### config.mk
export PLATFORM = sky130hd
export DESIGN_NAME = ulmsc_core
export DESIGN_NICKNAME = d
export VERILOG_FILES = /design/src/ulmsc_pkg.sv /design/src/ulmsc_sync_if.sv /design/src/ulmsc_core.sv /design/src/ulmsc_sync.sv
export VERILOG_INCLUDE_DIRS = /design/src
export SDC_FILE = /design/constraint.sdc
export NUM_CORES = 1
export LEC_CHECK = 0
export ABC_AREA = 0
export BUFFER_PORTS_ARGS = -buffer_cell sky130_fd_sc_hd__buf_2
export CORE_ASPECT_RATIO = 1.75
export CORE_UTILIZATION = 50
export CTS_CLUSTER_SIZE = 30
export DETAILED_ROUTE_END_ITERATION = 6
export GPL_TIMING_DRIVEN = 0
export PLACE_DENSITY_LB_ADDON = 0.15
export SLEW_MARGIN = 25
export SYNTH_ARGS = -nofsm -noshare
export SYNTH_HDL_FRONTEND = slang
export SYNTH_HIERARCHICAL = 1
export SYNTH_SLANG_ARGS = --single-unit
export TNS_END_PERCENT = 20
### constraint.sdc
create_clock -name clk_sys_in -period 1.65 [get_ports clk_sys_in]
set_input_delay 0.495 -clock clk_sys_in [delete_from_list [all_inputs] [get_ports clk_sys_in]]
set_output_delay 0.495 -clock clk_sys_in [all_outputs]
set_load 0.005 [all_outputs]
### src/ulmsc_cfg.svh
// register offsets, bit positions, reset values and sync layout
`ifndef ULMSC_CFG_SVH
`define ULMSC_CFG_SVH
`define ULMSC_OFF_BUFFER 3'h0
`define ULMSC_OFF_IRQ_ID 3'h2
`define ULMSC_OFF_MCTL 3'h4
`define ULMSC_OFF_LSTAT 3'h5
`define ULMSC_OFF_MSTAT 3'h6
`define ULMSC_MCR_DTR 0
`define ULMSC_MCR_RTS 1
`define ULMSC_MCR_INTEN 3
`define ULMSC_MCR_LOOP 4
`define ULMSC_MCR_MASK 8'h1B
`define ULMSC_MCR_WMASK 5'h1B
`define ULMSC_MCR_RST 5'h00
`define ULMSC_IER_RDA 0
`define ULMSC_IER_TX_HOLDING_EMPTY 1
`define ULMSC_IER_LS 2
`define ULMSC_IER_MS 3
`define ULMSC_FLAGS_RST 8'h00
`define ULMSC_LVL_RST 4'h0
`define ULMSC_SYNC_W 19
`define ULMSC_SYNC_RST 19'h7FFFF
`define ULMSC_S_RD 0
`define ULMSC_S_WR 1
`define ULMSC_S_CS 2
`define ULMSC_S_ADDR 3
`define ULMSC_S_DATA 6
`define ULMSC_S_CTS 14
`define ULMSC_S_DSR 15
`define ULMSC_S_RI 16
`define ULMSC_S_DCD 17
`define ULMSC_S_SIN 18
`endif

### src/ulmsc_pkg.sv
// types shared by the status and modem control block
package ulmsc_pkg;
  typedef enum logic [2:0] {
    ULMSC_IDLE = 3'b001,
    ULMSC_READ = 3'b010,
    ULMSC_WRITE = 3'b100
  } ulmsc_bus_state_t;
endpackage : ulmsc_pkg

### src/ulmsc_sync_if.sv
// carrier between the pin synchroniser and the core
`timescale 1ns/1ps
`include "ulmsc_cfg.svh"
interface ulmsc_sync_if;
  logic [`ULMSC_SYNC_W-1:0] raw;
  logic [`ULMSC_SYNC_W-1:0] synced;
  modport core (output raw, input synced);
  modport sync (input raw, output synced);
endinterface : ulmsc_sync_if

### src/ulmsc_core.sv
// line status, modem control and modem status registers of a serial channel
`timescale 1ns/1ps
`include "ulmsc_cfg.svh"
module ulmsc_core (
  input wire logic clk_sys_in,
  input wire logic rst_n_in,
  input wire logic cs_n_in,
  input wire logic rd_n_in,
  input wire logic wr_n_in,
  input wire logic [2:0] addr_in,
  input wire logic [7:0] data_in,
  output logic [7:0] data_out,
  output logic data_oe_n_out,
  input wire logic divisor_access_in,
  input wire logic [3:0] irq_enable_in,
  input wire logic rx_load_in,
  input wire logic rx_parity_err_in,
  input wire logic rx_framing_err_in,
  input wire logic rx_break_in,
  input wire logic tx_to_shifter_in,
  input wire logic tx_shifter_empty_in,
  input wire logic tx_serial_in,
  input wire logic serial_in,
  input wire logic cts_n_in,
  input wire logic dsr_n_in,
  input wire logic ri_n_in,
  input wire logic dcd_n_in,
  output logic serial_out,
  output logic rx_serial_out,
  output logic dtr_n_out,
  output logic rts_n_out,
  output logic irq_request_out,
  output logic [3:0] irq_source_out,
  output logic rx_buffer_read_out,
  output logic tx_holding_write_out,
  output logic irq_id_read_out
);
  ulmsc_sync_if pins_if ();
  ulmsc_sync u_sync (
    .clk_sys_in(clk_sys_in),
    .rst_n_in(rst_n_in),
    .port_if(pins_if.sync)
  );
  // pin gathering, synchronised by two flip-flops each
  assign pins_if.raw = {serial_in, dcd_n_in, ri_n_in, dsr_n_in, cts_n_in,
                        data_in, addr_in, cs_n_in, wr_n_in, rd_n_in};

  wire logic rd_s = ~pins_if.synced[`ULMSC_S_RD];
  wire logic wr_s = ~pins_if.synced[`ULMSC_S_WR];
  wire logic cs_s = ~pins_if.synced[`ULMSC_S_CS];
  wire logic [2:0] addr_s = pins_if.synced[`ULMSC_S_ADDR +: 3];
  wire logic [7:0] data_s = pins_if.synced[`ULMSC_S_DATA +: 8];
  wire logic [3:0] modem_n_s = {pins_if.synced[`ULMSC_S_DCD],
                                pins_if.synced[`ULMSC_S_RI],
                                pins_if.synced[`ULMSC_S_DSR],
                                pins_if.synced[`ULMSC_S_CTS]};
  wire logic sin_s = pins_if.synced[`ULMSC_S_SIN];

  // bus access sequencer
  ulmsc_pkg::ulmsc_bus_state_t state_ff;
  ulmsc_pkg::ulmsc_bus_state_t nxt_state;
  logic [2:0] addr_q_ff;
  logic [7:0] rd_data_ff;
  logic [7:0] nxt_rd_data;
  wire logic rd_act = rd_s & cs_s;
  wire logic wr_act = wr_s & cs_s;
  wire logic st_idle = (state_ff == ulmsc_pkg::ULMSC_IDLE);
  wire logic st_read = (state_ff == ulmsc_pkg::ULMSC_READ);
  wire logic rd_start = st_idle & rd_act;
  wire logic wr_start = st_idle & ~rd_act & wr_act;
  wire logic rd_end = st_read & ~rd_act;

  always_comb begin
    nxt_state = state_ff;
    case (state_ff)
      ulmsc_pkg::ULMSC_IDLE: begin
        if (rd_act) begin
          nxt_state = ulmsc_pkg::ULMSC_READ;
        end else if (wr_act) begin
          nxt_state = ulmsc_pkg::ULMSC_WRITE;
        end
      end
      ulmsc_pkg::ULMSC_READ: begin
        if (!rd_act) begin
          nxt_state = ulmsc_pkg::ULMSC_IDLE;
        end
      end
      ulmsc_pkg::ULMSC_WRITE: begin
        if (!wr_act) begin
          nxt_state = ulmsc_pkg::ULMSC_IDLE;
        end
      end
      default: begin
        nxt_state = ulmsc_pkg::ULMSC_IDLE;
      end
    endcase
  end

  always_ff @(posedge clk_sys_in) begin
    if (!rst_n_in) begin
      state_ff <= ulmsc_pkg::ULMSC_IDLE;
      addr_q_ff <= 3'h0;
    end else begin
      state_ff <= nxt_state;
      if (rd_start) begin
        addr_q_ff <= addr_s;
      end
    end
  end

  // address decode
  wire logic lsr_in_read = st_read & (addr_q_ff == `ULMSC_OFF_LSTAT);
  wire logic msr_in_read = st_read & (addr_q_ff == `ULMSC_OFF_MSTAT);
  wire logic lsr_rd_go = rd_start & (addr_s == `ULMSC_OFF_LSTAT);
  wire logic msr_rd_go = rd_start & (addr_s == `ULMSC_OFF_MSTAT);
  wire logic rbr_rd = rd_start & (addr_s == `ULMSC_OFF_BUFFER) &
                      ~divisor_access_in;
  wire logic iir_rd = rd_start & (addr_s == `ULMSC_OFF_IRQ_ID);
  wire logic thr_wr = wr_start & (addr_s == `ULMSC_OFF_BUFFER) &
                      ~divisor_access_in;
  wire logic mcr_wr = wr_start & (addr_s == `ULMSC_OFF_MCTL);
  assign rx_buffer_read_out = rbr_rd;
  assign tx_holding_write_out = thr_wr;
  assign irq_id_read_out = iir_rd;

  // modem control register
  logic [4:0] mcr_ff;
  wire logic loop_on = mcr_ff[`ULMSC_MCR_LOOP];
  wire logic [7:0] mcr_rd = {3'h0, mcr_ff} & `ULMSC_MCR_MASK;
  always_ff @(posedge clk_sys_in) begin
    if (!rst_n_in) begin
      mcr_ff <= `ULMSC_MCR_RST;
    end else if (mcr_wr) begin
      mcr_ff <= data_s[4:0] & `ULMSC_MCR_WMASK;
    end
  end

  // modem input levels, true when the line is asserted
  wire logic [3:0] pin_lvl = ~modem_n_s;
  wire logic [3:0] loop_lvl = {mcr_ff[`ULMSC_MCR_INTEN], 1'b0,
                               mcr_ff[`ULMSC_MCR_DTR],
                               mcr_ff[`ULMSC_MCR_RTS]};
  wire logic [3:0] modem_lvl = loop_on ? loop_lvl : pin_lvl;
  logic [3:0] lvl_q_ff;

  always_ff @(posedge clk_sys_in) begin
    if (!rst_n_in) begin
      lvl_q_ff <= `ULMSC_LVL_RST;
    end else begin
      lvl_q_ff <= modem_lvl;
    end
  end

  wire logic [3:0] lvl_chg = modem_lvl ^ lvl_q_ff;
  wire logic ring_fall = modem_lvl[2] & ~lvl_q_ff[2];

  // receive data ready
  logic ready_ff;
  wire logic overrun_ev = rx_load_in & ready_ff;

  always_ff @(posedge clk_sys_in) begin
    if (!rst_n_in) begin
      ready_ff <= 1'b0;
    end else if (rx_load_in) begin
      ready_ff <= 1'b1;
    end else if (rbr_rd) begin
      ready_ff <= 1'b0;
    end
  end

  // sticky flags: 3..0 line errors, 7..4 modem deltas
  wire logic [7:0] flag_ev = {lvl_chg[3], ring_fall, lvl_chg[1], lvl_chg[0],
                              rx_break_in, rx_framing_err_in,
                              rx_parity_err_in, overrun_ev};
  wire logic [7:0] grp_read = {{4{msr_in_read | msr_rd_go}},
                               {4{lsr_in_read | lsr_rd_go}}};
  wire logic [7:0] grp_end = grp_read & {8{rd_end}};
  logic [7:0] flag_ff;
  logic [7:0] pend_ff;
  logic [7:0] nxt_flag;
  logic [7:0] nxt_pend;

  genvar fi;
  generate
    for (fi = 0; fi < 8; fi = fi + 1) begin : g_flag
      // events during a read wait for its trailing edge
      assign nxt_pend[fi] = grp_read[fi] & ~grp_end[fi] &
                            (pend_ff[fi] | flag_ev[fi]);
      assign nxt_flag[fi] = grp_end[fi] ? (pend_ff[fi] | flag_ev[fi]) :
                            grp_read[fi] ? flag_ff[fi] :
                            (flag_ff[fi] | flag_ev[fi]);
    end
  endgenerate

  always_ff @(posedge clk_sys_in) begin
    if (!rst_n_in) begin
      flag_ff <= `ULMSC_FLAGS_RST;
      pend_ff <= `ULMSC_FLAGS_RST;
    end else begin
      flag_ff <= nxt_flag;
      pend_ff <= nxt_pend;
    end
  end

  // transmitter empty flags
  logic tx_holding_empty_ff;
  logic tx_holding_empty_irq_ff;
  wire logic tx_fully_empty = tx_holding_empty_ff & tx_shifter_empty_in;

  always_ff @(posedge clk_sys_in) begin
    if (!rst_n_in) begin
      tx_holding_empty_ff <= 1'b1;
    end else if (tx_to_shifter_in) begin
      tx_holding_empty_ff <= 1'b1;
    end else if (thr_wr) begin
      tx_holding_empty_ff <= 1'b0;
    end
  end

  // interrupt sources in priority order
  wire logic ls_int = |flag_ff[3:0] & irq_enable_in[`ULMSC_IER_LS];
  wire logic rda_int = ready_ff & irq_enable_in[`ULMSC_IER_RDA];
  wire logic tx_holding_empty_int = tx_holding_empty_ff & tx_holding_empty_irq_ff &
                        irq_enable_in[`ULMSC_IER_TX_HOLDING_EMPTY];
  wire logic ms_int = |flag_ff[7:4] & irq_enable_in[`ULMSC_IER_MS];
  wire logic tx_holding_empty_top = tx_holding_empty_int & ~ls_int & ~rda_int;
  wire logic any_int = ls_int | rda_int | tx_holding_empty_int | ms_int;

  always_ff @(posedge clk_sys_in) begin
    if (!rst_n_in) begin
      tx_holding_empty_irq_ff <= 1'b1;
    end else if (tx_to_shifter_in) begin
      tx_holding_empty_irq_ff <= 1'b1;
    end else if (thr_wr || (iir_rd && tx_holding_empty_top)) begin
      tx_holding_empty_irq_ff <= 1'b0;
    end
  end

  assign irq_source_out = {ms_int, tx_holding_empty_int, rda_int, ls_int};

  // register views
  wire logic [7:0] lsr_rd = {1'b0, tx_fully_empty, tx_holding_empty_ff, flag_ff[3:0],
                             ready_ff};
  wire logic [7:0] msr_rd = {modem_lvl, flag_ff[7:4]};

  always_comb begin
    case (addr_s)
      `ULMSC_OFF_MCTL: nxt_rd_data = mcr_rd;
      `ULMSC_OFF_LSTAT: nxt_rd_data = lsr_rd;
      `ULMSC_OFF_MSTAT: nxt_rd_data = msr_rd;
      default: nxt_rd_data = 8'h00;
    endcase
  end

  // registered pin outputs
  logic serial_out_ff;
  logic rxs_ff;
  logic dtr_n_ff;
  logic rts_n_ff;
  logic irq_ff;

  always_ff @(posedge clk_sys_in) begin
    if (!rst_n_in) begin
      rd_data_ff <= 8'h00;
      serial_out_ff <= 1'b1;
      rxs_ff <= 1'b1;
      dtr_n_ff <= 1'b1;
      rts_n_ff <= 1'b1;
      irq_ff <= 1'b0;
    end else begin
      if (rd_start) begin
        rd_data_ff <= nxt_rd_data;
      end
      serial_out_ff <= loop_on | tx_serial_in;
      rxs_ff <= loop_on ? tx_serial_in : sin_s;
      dtr_n_ff <= loop_on | ~mcr_ff[`ULMSC_MCR_DTR];
      rts_n_ff <= loop_on | ~mcr_ff[`ULMSC_MCR_RTS];
      irq_ff <= any_int & mcr_ff[`ULMSC_MCR_INTEN];
    end
  end

  assign data_out = rd_data_ff;
  assign data_oe_n_out = ~st_read;
  assign serial_out = serial_out_ff;
  assign rx_serial_out = rxs_ff;
  assign dtr_n_out = dtr_n_ff;
  assign rts_n_out = rts_n_ff;
  assign irq_request_out = irq_ff;
endmodule : ulmsc_core

### src/ulmsc_sync.sv
// two flip-flop synchroniser for every pin input
`timescale 1ns/1ps
`include "ulmsc_cfg.svh"
module ulmsc_sync (
  input wire logic clk_sys_in,
  input wire logic rst_n_in,
  ulmsc_sync_if.sync port_if
);
  logic [`ULMSC_SYNC_W-1:0] meta_ff;
  logic [`ULMSC_SYNC_W-1:0] sync_ff;
  localparam logic [`ULMSC_SYNC_W-1:0] sync_rst = `ULMSC_SYNC_RST;

  genvar gi;
  generate
    for (gi = 0; gi < `ULMSC_SYNC_W; gi = gi + 1) begin : g_bit
      always_ff @(posedge clk_sys_in) begin
        if (!rst_n_in) begin
          meta_ff[gi] <= sync_rst[gi];
          sync_ff[gi] <= sync_rst[gi];
        end else begin
          meta_ff[gi] <= port_if.raw[gi];
          sync_ff[gi] <= meta_ff[gi];
        end
      end
    end
  endgenerate

  assign port_if.synced = sync_ff;
endmodule : ulmsc_sync

== Yosys cells after proc, flatten, opt, wreduce, memory -nomap -nowiden ==
Cells that the tools add are included.
Cells by class
  add/subtract/negate cells: 0
  multiply operators: 0
  divide/modulo/power cells: 0
  magnitude comparators: 0
  eq/ne operators: 20
  shifts and indexed selects: 0
  muxes and demuxes: 26
  bitwise gates (word level): 90
  reductions and logical operators: 8
Operators by type and width (count)
  AND 1 bit: 43
  OR 1 bit: 24
  one-hot mux 8 bit (3 select lines): 1
  inverter 1 bit: 20
  two-way mux 1 bit: 19
  equality test 3 bit (second input constant): 6
  inequality test 2 x 1 -> 1 bit (second input constant): 8
  two-way mux 3 bit: 4
  one-hot mux 3 bit (3 select lines): 1
  AND 8 bit: 1
  OR reduction 4 bit: 2
  equality test 3 x 2 -> 1 bit (second input constant): 2
  two-way mux 4 bit: 1
  inequality test 2 bit (second input constant): 2
  inverter 4 bit: 1
  XOR 4 bit: 1
  equality test 3 x 1 -> 1 bit (second input constant): 1
  logical NOT 3 bit: 1
  inequality test 3 bit (second input constant): 1
  AND reduction 3 bit: 1
  nonzero test 2 bit: 1
  OR reduction 2 bit: 1
  logical AND 1 bit: 1
  logical OR 1 bit: 1
Storage, ports and cells
  register bits after elaboration: 76
  bits in latches: 0
  RAM bits: 0
  bits in read-only memories: 0
  input bits: 33
  output and inout bits: 21
  word-level logic and storage cells: 196
  memories: 0

== Logic depth before layout (Yosys ltp) ==
Gate-level depths: netlist of run 1.
  word-level depth: 9
  gate-level depth with buffers: 6
  mapped depth without buffers: 5

== Modules after synthesis ==
Netlist of run 1, hierarchy kept.
By module, submodules not included
  ulmsc_core: times used 1, cells each 226, area an instance 2053.2 um^2, seq. area each 920.9 um^2
  ulmsc_sync: times used 1, cells each 80, area an instance 1033.5 um^2, seq. area each 760.7 um^2

== Least setup slack after synthesis of run 1 ==
OpenSTA, ideal clock, no wires.
  kind: register to register
  start point: reg state_ff[0]
  end point: reg flag_ff[6]
  setup time: 124 ps
  arrival: 1549 ps
  data required time: 1526 ps
  path slack: -22 ps
  cell stages (with the launch flop): 6
  buffers on the path: 0
  period minus slack after synthesis: 1672 ps
  path through: dfxtp_1 > nand4bb_1 > or3b_1 > or3_4 > o31ai_1 > a21oi_1
On the way
  word-level cells in the longest chain between the ends: 6
  elaborated cells between the ends (all ways): 10
  those cells by class: 3 x eq/ne; 1 x mux; 6 x bitwise
Ends and longest elaborated chain
  from (decl): RTL line ulmsc_core.sv:60  | ulmsc_pkg::ulmsc_bus_state_t state_ff;
  from (signal assigned): RTL line ulmsc_core.sv:101  | state_ff <= ulmsc_pkg::ULMSC_IDLE;
  from (signal assigned): RTL line ulmsc_core.sv:104  | state_ff <= nxt_state;
  equality test 3 x 1 -> 1 bit: RTL line ulmsc_core.sv:67  | wire logic st_idle = (state_ff == ulmsc_pkg::ULMSC_IDLE);
  AND 1 bit: RTL line ulmsc_core.sv:69  | wire logic rd_start = st_idle & rd_act;
  AND 1 bit: RTL line ulmsc_core.sv:115  | wire logic msr_rd_go = rd_start & (addr_s == `ULMSC_OFF_MSTAT);
  OR 1 bit: RTL line ulmsc_core.sv:175  | wire logic [7:0] grp_read = {{4{msr_in_read | msr_rd_go}},
  AND 8 bit: RTL line ulmsc_core.sv:177  | wire logic [7:0] grp_end = grp_read & {8{rd_end}};
  inequality test 2 x 1 -> 1 bit (no source line) / two-way mux 1 bit (equally long branches)
  to (signal assigned): RTL line ulmsc_core.sv:197  | flag_ff <= `ULMSC_FLAGS_RST;
  to (signal assigned): RTL line ulmsc_core.sv:200  | flag_ff <= nxt_flag;
  to (decl): RTL line ulmsc_core.sv:178  | logic [7:0] flag_ff;
Several ways; a longest one is shown, not always the timed one.
A chain may end at the register's enable or synchronous reset.

== Worst setup path in the final report of run 1 ==
  start point: reg u_sync.sync_ff[4] (netlist: u_sync/port_if.synced[4])
  end point: out tx_holding_write_out
On the way
  word-level cells in the longest chain between the ends: 3
Ends and longest elaborated chain
  from (decl): RTL line ulmsc_sync.sv:10  | logic [`ULMSC_SYNC_W-1:0] sync_ff;
  from (signal, indexed assignment): RTL line ulmsc_sync.sv:19  | sync_ff[gi] <= sync_rst[gi];
  from (signal, indexed assignment): RTL line ulmsc_sync.sv:22  | sync_ff[gi] <= meta_ff[gi];
  logical NOT 3 bit (no source line)
  AND 1 bit (2 in series): RTL line ulmsc_core.sv:119  | wire logic thr_wr = wr_start & (addr_s == `ULMSC_OFF_BUFFER) &
  to (decl): RTL line ulmsc_core.sv:35  | output logic tx_holding_write_out,
No other way between the ends.

==> results of run 1 <==
-- layout by cell type, fill, tap and decap left out, drive strengths merged, types with 2 or more instances in the layout --
cell type / instances
bufinv: 3
nand2b: 35
nor2: 19
o21a: 3
o22ai: 2
nor2b: 6
nor3b: 5
a21oi: 12
o21ai: 6
a211oi: 5
mux2i: 16
a22oi: 5
o41a: 2
inv: 8
or3: 2
o221a: 3
and2: 4
clkbuf: 18
dfxtp: 76
buf: 80
nand2: 21
nor4: 2
clkinv: 2
xnor2: 3
nand3: 7
or3b: 2
nor3: 10
a22o: 2
nand4: 3
and3: 2
-- metrics by stage --
step	worst slack (ps)	cell area, um^2	instances	TNS, ps	hold WS, ps
after detailed placement	-333	3220	415	-3000	393
after floorplan	-2.04	2880	290	-2.04	383
after global placement	-330	3220	415	-2640	388
final	-388	3790	451	-2580	323
after CTS	-333	3680	446	-2540	314
after global routing	-475	3790	451	-3950	323
-- routing by layer --
layer | up-vias | share of wire, %
met5 | - | 0
li1 | 1163 | -
met1 | 1095 | 37
met3 | 35 | 4.2
met4 | 0 | 7.3
met2 | 80 | 52
-- state kept, by name (all words and copies together), names as in the netlist, 3 cells and up --
name and count:
lvl_q_ff 4, u_sync/meta_ff 15, flag_ff 8, mcr_ff 4, addr_q_ff 3, u_sync/port_if.synced 15, state_ff 3, pend_ff 8
data_out 8
-- where the power goes --
part	internal, mW	switching [mW]
logic	0.224	0.178
registers	1.91	0.0511
clock network	1.09	0.647
-- area by class of cell --
| class | count | area share (%) |
|---|---|---|
| plain buffers | 13 | 2.38 |
| well taps | 76 | 2.51 |
| clock inverters | 4 | 2.51 |
| clock buffers | 12 | 4.09 |
| multi-input cells | 188 | 35.4 |
| inverters | 9 | 0.891 |
| flip-flops and latches | 76 | 40.7 |
| repair buffers | 73 | 11.6 |
-- repair_timing --
item / in CTS / in global routing
setup buffers: 19 / 6
setup endpoints to repair: 32 / 35
gates resized for setup: 25 / 23
pin swaps: 12 / 12
-- worst min path at each step --
stage	from	slack (ps)	endpoint
global route	data_in[4]	320	u_sync/meta_ff[10]$_SDFF_PN1_
floorplan	mcr_ff[0]$_SDFFE_PN0P_	380	dtr_n_out$_SDFF_PN1_
CTS	data_in[3]	310	u_sync/meta_ff[9]$_SDFF_PN1_
finish	data_in[3]	320	u_sync/meta_ff[9]$_SDFF_PN1_
detailed placement	u_sync/meta_ff[17]$_SDFF_PN1_	390	u_sync/port_if.synced[17]$_SDFF_PN1_
global placement	u_sync/meta_ff[6]$_SDFF_PN1_	390	u_sync/port_if.synced[6]$_SDFF_PN1_
==> run_results.csv, run 1 <==
group,metric,value,unit
status,status,"finished with violations",
status,violations,"setup timing",
power,leakage,1.57,nW
critical_path,worstReg2RegStart,"state_ff[0]$_SDFFE_PN1P_",
yosys,netlist_area,0.00288,mm^2
finish,seq_area,0.00154,mm^2
finish,fin_util,68.4,%
critical_path,rr_endpoint,"flag_ff[6]$_SDFFE_PN0P_",
detailed_routing,ant_nets,0,
grt,top_usage_layer,"met2",
detailed_routing,via_per_inst,5.26,
critical_path,critPathLaunch,"u_sync/port_if.synced[4]$_SDFF_PN1_",
finish,fillCellCount,484,
grt,grt_pass1_wl,10.9,mm
sta,fin_skew,11.2,ps
floorplan,rows,36,
clock_network,cts_buffers,9,
placement,port_buffers,49,
grt,track_usage,25.0,%
detailed_routing,drt-total-wl,6.68,mm
detailed_routing,num_vias,2373,
critical_path,critPathKind,"reg -> out",
sta,tightest_slew,563,ps
sta,setup_violations,17,
yosys,syn-num-nets,323,
sta,rsz0062_at_grt,"yes",
sta,drv_slew,0,
floorplan,die_w,59.3,um
critical_path,max_stage_delay,340,ps
critical_path,path_delay_family,"simple AND/OR/NAND/NOR gates",
clock_network,ctsHoldBuffers,0,
floorplan,ios,54,
critical_path,r2r_slack,-270,ps
finish,syn_to_final_growth,31.8,%
critical_path,cp_data_arrival_time,1540,ps
finish,layout.nets,403,
detailed_routing,wl_per_cell,14.8,um
sta,period_minus_slack,2040,ps
min_path,hold_path_depth,2,
floorplan,initial_utilization,51.9,%
critical_path,cp_num_cells,5,
critical_path,critPathSlowestCell,"dfxtp_2",
grt,met3_usage,5.82,%
detailed_routing,dr.pass1.iters,4,
finish,diodes,0,
power,p_total,4.09,mW
floorplan,dieHeight,102,um
min_path,min_path_type,"in -> reg",
power,vdd_ir_drop_max,0.829,mV
critical_path,worstSetupStartpointType,"flip-flop",
sta,fmax,0.491,GHz
grt,grt_max_degree,13,
clock_network,clockBufferDepth,2,
critical_path,required,1150,ps
grt,grt-ovfl-total,0,
critical_path,r2r_cells,6,
yosys,yosys_warnings,6,
floorplan,fp.coreArea,0.00554,mm^2
clock_network,htree_levels,3,
floorplan,dieArea,0.00607,mm^2
sta,fin_crit_sh,124,%
critical_path,cp-end-kind,"primary output",
clock_network,clk_latency,350,ps
placement,dp_hpwl,4.72,mm
finish,layout-drive-gt1-share,35.7,%
yosys,synth_cells,290,
critical_path,cp_num_buf_inv,3,
clock_network,cts_sinks,76,
finish,multiInputGateArea,0.00134,mm^2
sta,finalWorstSetupSlack,-388,ps
clock_network,cts_tree,"built",
power,p_per_area,1080,mW/mm^2
yosys,avgSynthCellArea,9.92,um^2
critical_path,crit_end,"tx_holding_write_out",
sta,max_slew_margin,62.5,%
clock_network,ctsRootBufferMaster,"clkbuf_8",
detailed_routing,drt_drc_violations_left,0,
detailed_routing,drtIter0Drc,99,
clock_network,clkTransAtPathRegs,80,ps
grt,grt_use_met1,24.2,%
grt,grt_pass1_vias,2379,
placement,routabilityCongestion,0.858,
job,maxCapViolCount,0,
grt,use_met2,42.4,%
sta,report.final.hold_viol_count,0,
critical_path,cp_max_fo,3,
critical_path,path_cells,"buf_8 > nor4_4 > nand4_1 > inv_1 > buf_2",
grt,antenna_found_initial,0,
(Power assumes the default switching activity.)
==> run 2, diff against run 1 <==
--- a/config.mk
+++ b/config.mk
@@ -9,14 +9,14 @@
 export ABC_AREA = 0
 export BUFFER_PORTS_ARGS = -buffer_cell sky130_fd_sc_hd__buf_2
 export CORE_ASPECT_RATIO = 1.75
-export CORE_UTILIZATION = 50
+export CORE_UTILIZATION = 49
 export CTS_CLUSTER_SIZE = 30
 export DETAILED_ROUTE_END_ITERATION = 6
 export GPL_TIMING_DRIVEN = 0
 export PLACE_DENSITY_LB_ADDON = 0.15
+export SKIP_CTS_REPAIR_TIMING = 1
 export SLEW_MARGIN = 25
 export SYNTH_ARGS = -nofsm -noshare
 export SYNTH_HDL_FRONTEND = slang
-export SYNTH_HIERARCHICAL = 1
 export SYNTH_SLANG_ARGS = --single-unit
 export TNS_END_PERCENT = 20
==> run 2 against run 1 <==
Compared with the run above: the flow still finishes with violations (setup timing); worst setup slack worse by 28 ps; largest cell class unchanged; synthesized cell count up 1.7%; sequential share of layout area up 2.7 points; highest routed layer unchanged; non-clock buffer count down 16; fmax down 1.3%; clock power down 29%; power down 15%.
==> run_results.csv, run 2 <==
group,metric,value,unit
grt,grt_max_degree,13,
yosys,yosys_warnings,0,
yosys,netlist_area,0.00291,mm^2
clock_network,htree_levels,3,
yosys,synth_top_area_share,52.2,%
yosys,synthArstFlopShare,0,%
detailed_routing,drtIter0Drc,89,
sta,fin_skew,7.36,ps
placement,port_buffers,49,
job,maxCapViolCount,0,
status,status,"finished with violations",
yosys,synth_seq_area_share,52.2,%
yosys,netlist_top_cells_area,"dfxtp_1 (52%), nand2b_1 (7.1%), mux2i_1 (4.5%), nor2b_1 (4.1%), nand2_1 (3.0%)",
critical_path,path_cells,"or3b_4 > nor3_4 > nand2_1 > inv_1 > buf_2",
sta,max_slew_margin,48.9,%
floorplan,ios,54,
finish,fillCellCount,488,
yosys,synth_cells,295,
detailed_routing,via_per_inst,5.23,
critical_path,worstSetupStartpointType,"flip-flop",
critical_path,required,1150,ps
yosys,ys.flop_type,"dfxtp_1",
grt,met3_usage,4.10,%
finish,layout-drive-gt1-share,28.4,%
grt,track_usage,22.4,%
clock_network,ctsRootBufferMaster,"clkbuf_8",
detailed_routing,dr.pass1.iters,4,
floorplan,dieArea,0.00627,mm^2
critical_path,cp_data_arrival_time,1570,ps
floorplan,initial_utilization,51.8,%
yosys,ys_ff_latch,76,
sta,report.final.hold_viol_count,0,
critical_path,cp_max_fo,4,
detailed_routing,wl_per_cell,14.7,um
grt,grt-ovfl-total,0,
floorplan,dieHeight,104,um
finish,syn_to_final_growth,21.8,%
detailed_routing,num_vias,2311,
power,vdd_ir_drop_max,0.701,mV
yosys,synth_edf_count,0,
yosys,synth_top_cell_by_area,"dfxtp_1",
clock_network,clk_latency,350,ps
sta,finalWorstSetupSlack,-416,ps
detailed_routing,ant_nets,0,
sta,fin_crit_sh,125,%
finish,final_common_cell,"dfxtp_1",
status,violations,"setup timing",
grt,grt_pass1_vias,2224,
clock_network,cts_sinks,76,
floorplan,fp.coreArea,0.00563,mm^2
critical_path,cp-end-kind,"primary output",
sta,tightest_slew,758,ps
finish,final_cell_mix,"dfxtp_1 (68), buf_2 (49), nand2b_1 (33), nand2_1 (22), nor2b_1 (19)",
grt,grt_use_met1,24.1,%
detailed_routing,drt-total-wl,6.50,mm
placement,placed_cell_area,0.00327,mm^2
yosys,avgSynthCellArea,9.88,um^2
critical_path,critPathKind,"reg -> out",
placement,dp_hpwl,4.67,mm
critical_path,critPathSlowestCell,"or3b_4",
critical_path,max_stage_delay,420,ps
clock_network,cts_tree,"built",
yosys,synth.distinct_cells,42,
yosys,netlist_top_cells_count,"dfxtp_1 (76), nand2b_1 (33), nand2_1 (23), nor2b_1 (19), nor2_1 (15)",
yosys,syn-num-nets,328,
sta,setup-tns-final,-2720,ps
grt,grt_pass1_wl,10.2,mm
placement,routabilityCongestion,0.875,
clock_network,cts_buffers,9,
sta,fmax,0.484,GHz
power,p_per_area,986,mW/mm^2
detailed_routing,drt_drc_violations_left,0,
power,leakage,1.50,nW
min_path,min_path_type,"in -> reg",
grt,top_usage_layer,"met2",
sta,period_minus_slack,2070,ps
finish,diodes,0,
clock_network,clkTransAtPathRegs,70,ps
grt,use_met2,37.4,%
floorplan,rows,36,
sta,rsz0062_at_grt,"yes",
finish,fin_area,0.00355,mm^2
floorplan,die_w,60.3,um
grt,antenna_found_initial,0,
sta,setup_violations,18,
yosys,post-synth-top-count-cell,"dfxtp_1",
finish,layout.nets,394,
sta,drv_slew,0,
clock_network,clockBufferDepth,2,
==> run 2: cell types whose count changed in the layout (fill, tap and decap cells not counted), sizes merged, moves of 5 or more <==
| cell | delta |
|---|---|
| a211oi | -5 |
| a21boi | +5 |
| a21oi | -6 |
| buf | -19 |
| nor2b | +13 |
| o21ai | +6 |
==> run 2: critical path: cells and delay by family (launching register included) <==
| kind | cells | cell delay (ps) |
|---|---|---|
| buffers and inverters | 2 | 160 |
| flip-flops | 1 | 360 |
| AND/OR/NAND/NOR | 3 | 700 |
==> run 2: final timing paths <==
check                          startpoint                                   to  slack [ps]  depth (start not counted)
max              state_ff[1]$_SDFFE_PN0P_                   rx_buffer_read_out        -420                          5
min                            data_in[4]        u_sync.meta_ff[10]$_SDFF_PN1_         320                          2
min reg2reg  u_sync.meta_ff[6]$_SDFF_PN1_  u_sync.port_if.synced[6]$_SDFF_PN1_         400                          1
max reg2reg      state_ff[0]$_SDFFE_PN1P_              flag_ff[4]$_SDFFE_PN0P_        -210                          5
==> run 2: cell type report <==
| class | instances | area (um^2) | area share (%) |
|---|---|---|---|
| tap | 76 | 95.1 | 2.68 |
| clock buffer | 11 | 141 | 3.98 |
| timing repair buffer | 55 | 290 | 8.18 |
| multi-input combinational | 196 | 1340 | 37.8 |
| clock inverter | 5 | 27.5 | 0.776 |
| sequential | 76 | 1540 | 43.4 |
| inverter | 8 | 30.0 | 0.846 |
| buffer | 15 | 83.8 | 2.36 |
==> run 2: cell families (layout without fill, tap and decap cells) <==
| family | count (synthesis) | count (layout) | synth area share [%] |
|---|---|---|---|
| AOI/OAI and AO/OA | 46 | 46 | 12.2 |
| xor gates and xnor gates | 3 | 3 | 0.902 |
| buffers and inverters | 23 | 94 | 3.48 |
| DFF | 76 | 76 | 52.2 |
| muxes | 16 | 16 | 5.62 |
| and+or+nand+nor | 131 | 131 | 25.5 |
==> run 2: metal layers <==
layer	vias to the layer above	wire, um
met5	-	0
met4	0	258
met3	20	224
met2	65	3440
met1	1087	2580
li1	1139	-
==> run 2: stage by stage <==
step | hold WS [ps] | worst slack, ps | utilization [%] | instances | power, mW
final | 321 | -416 | 63.0 | 442 | 3.50
after global routing | 319 | -499 | 63.0 | 442 | 3.63
after CTS | 313 | -671 | 61.0 | 436 | 3.47
after detailed placement | 393 | -302 | 58.0 | 420 | 2.27
after global placement | 387 | -297 | 58.0 | 420 | 2.26
after floorplan | 383 | 0.493 | - | 295 | 2.17
==> run 2: where the power goes <==
part / switching, mW / total (mW) / internal, mW
combinational: 0.143 / 0.308 / 0.166
sequential: 0.0564 / 1.96 / 1.90
clock: 0.654 / 1.23 / 0.576
total: 0.853 / 3.50 / 2.64
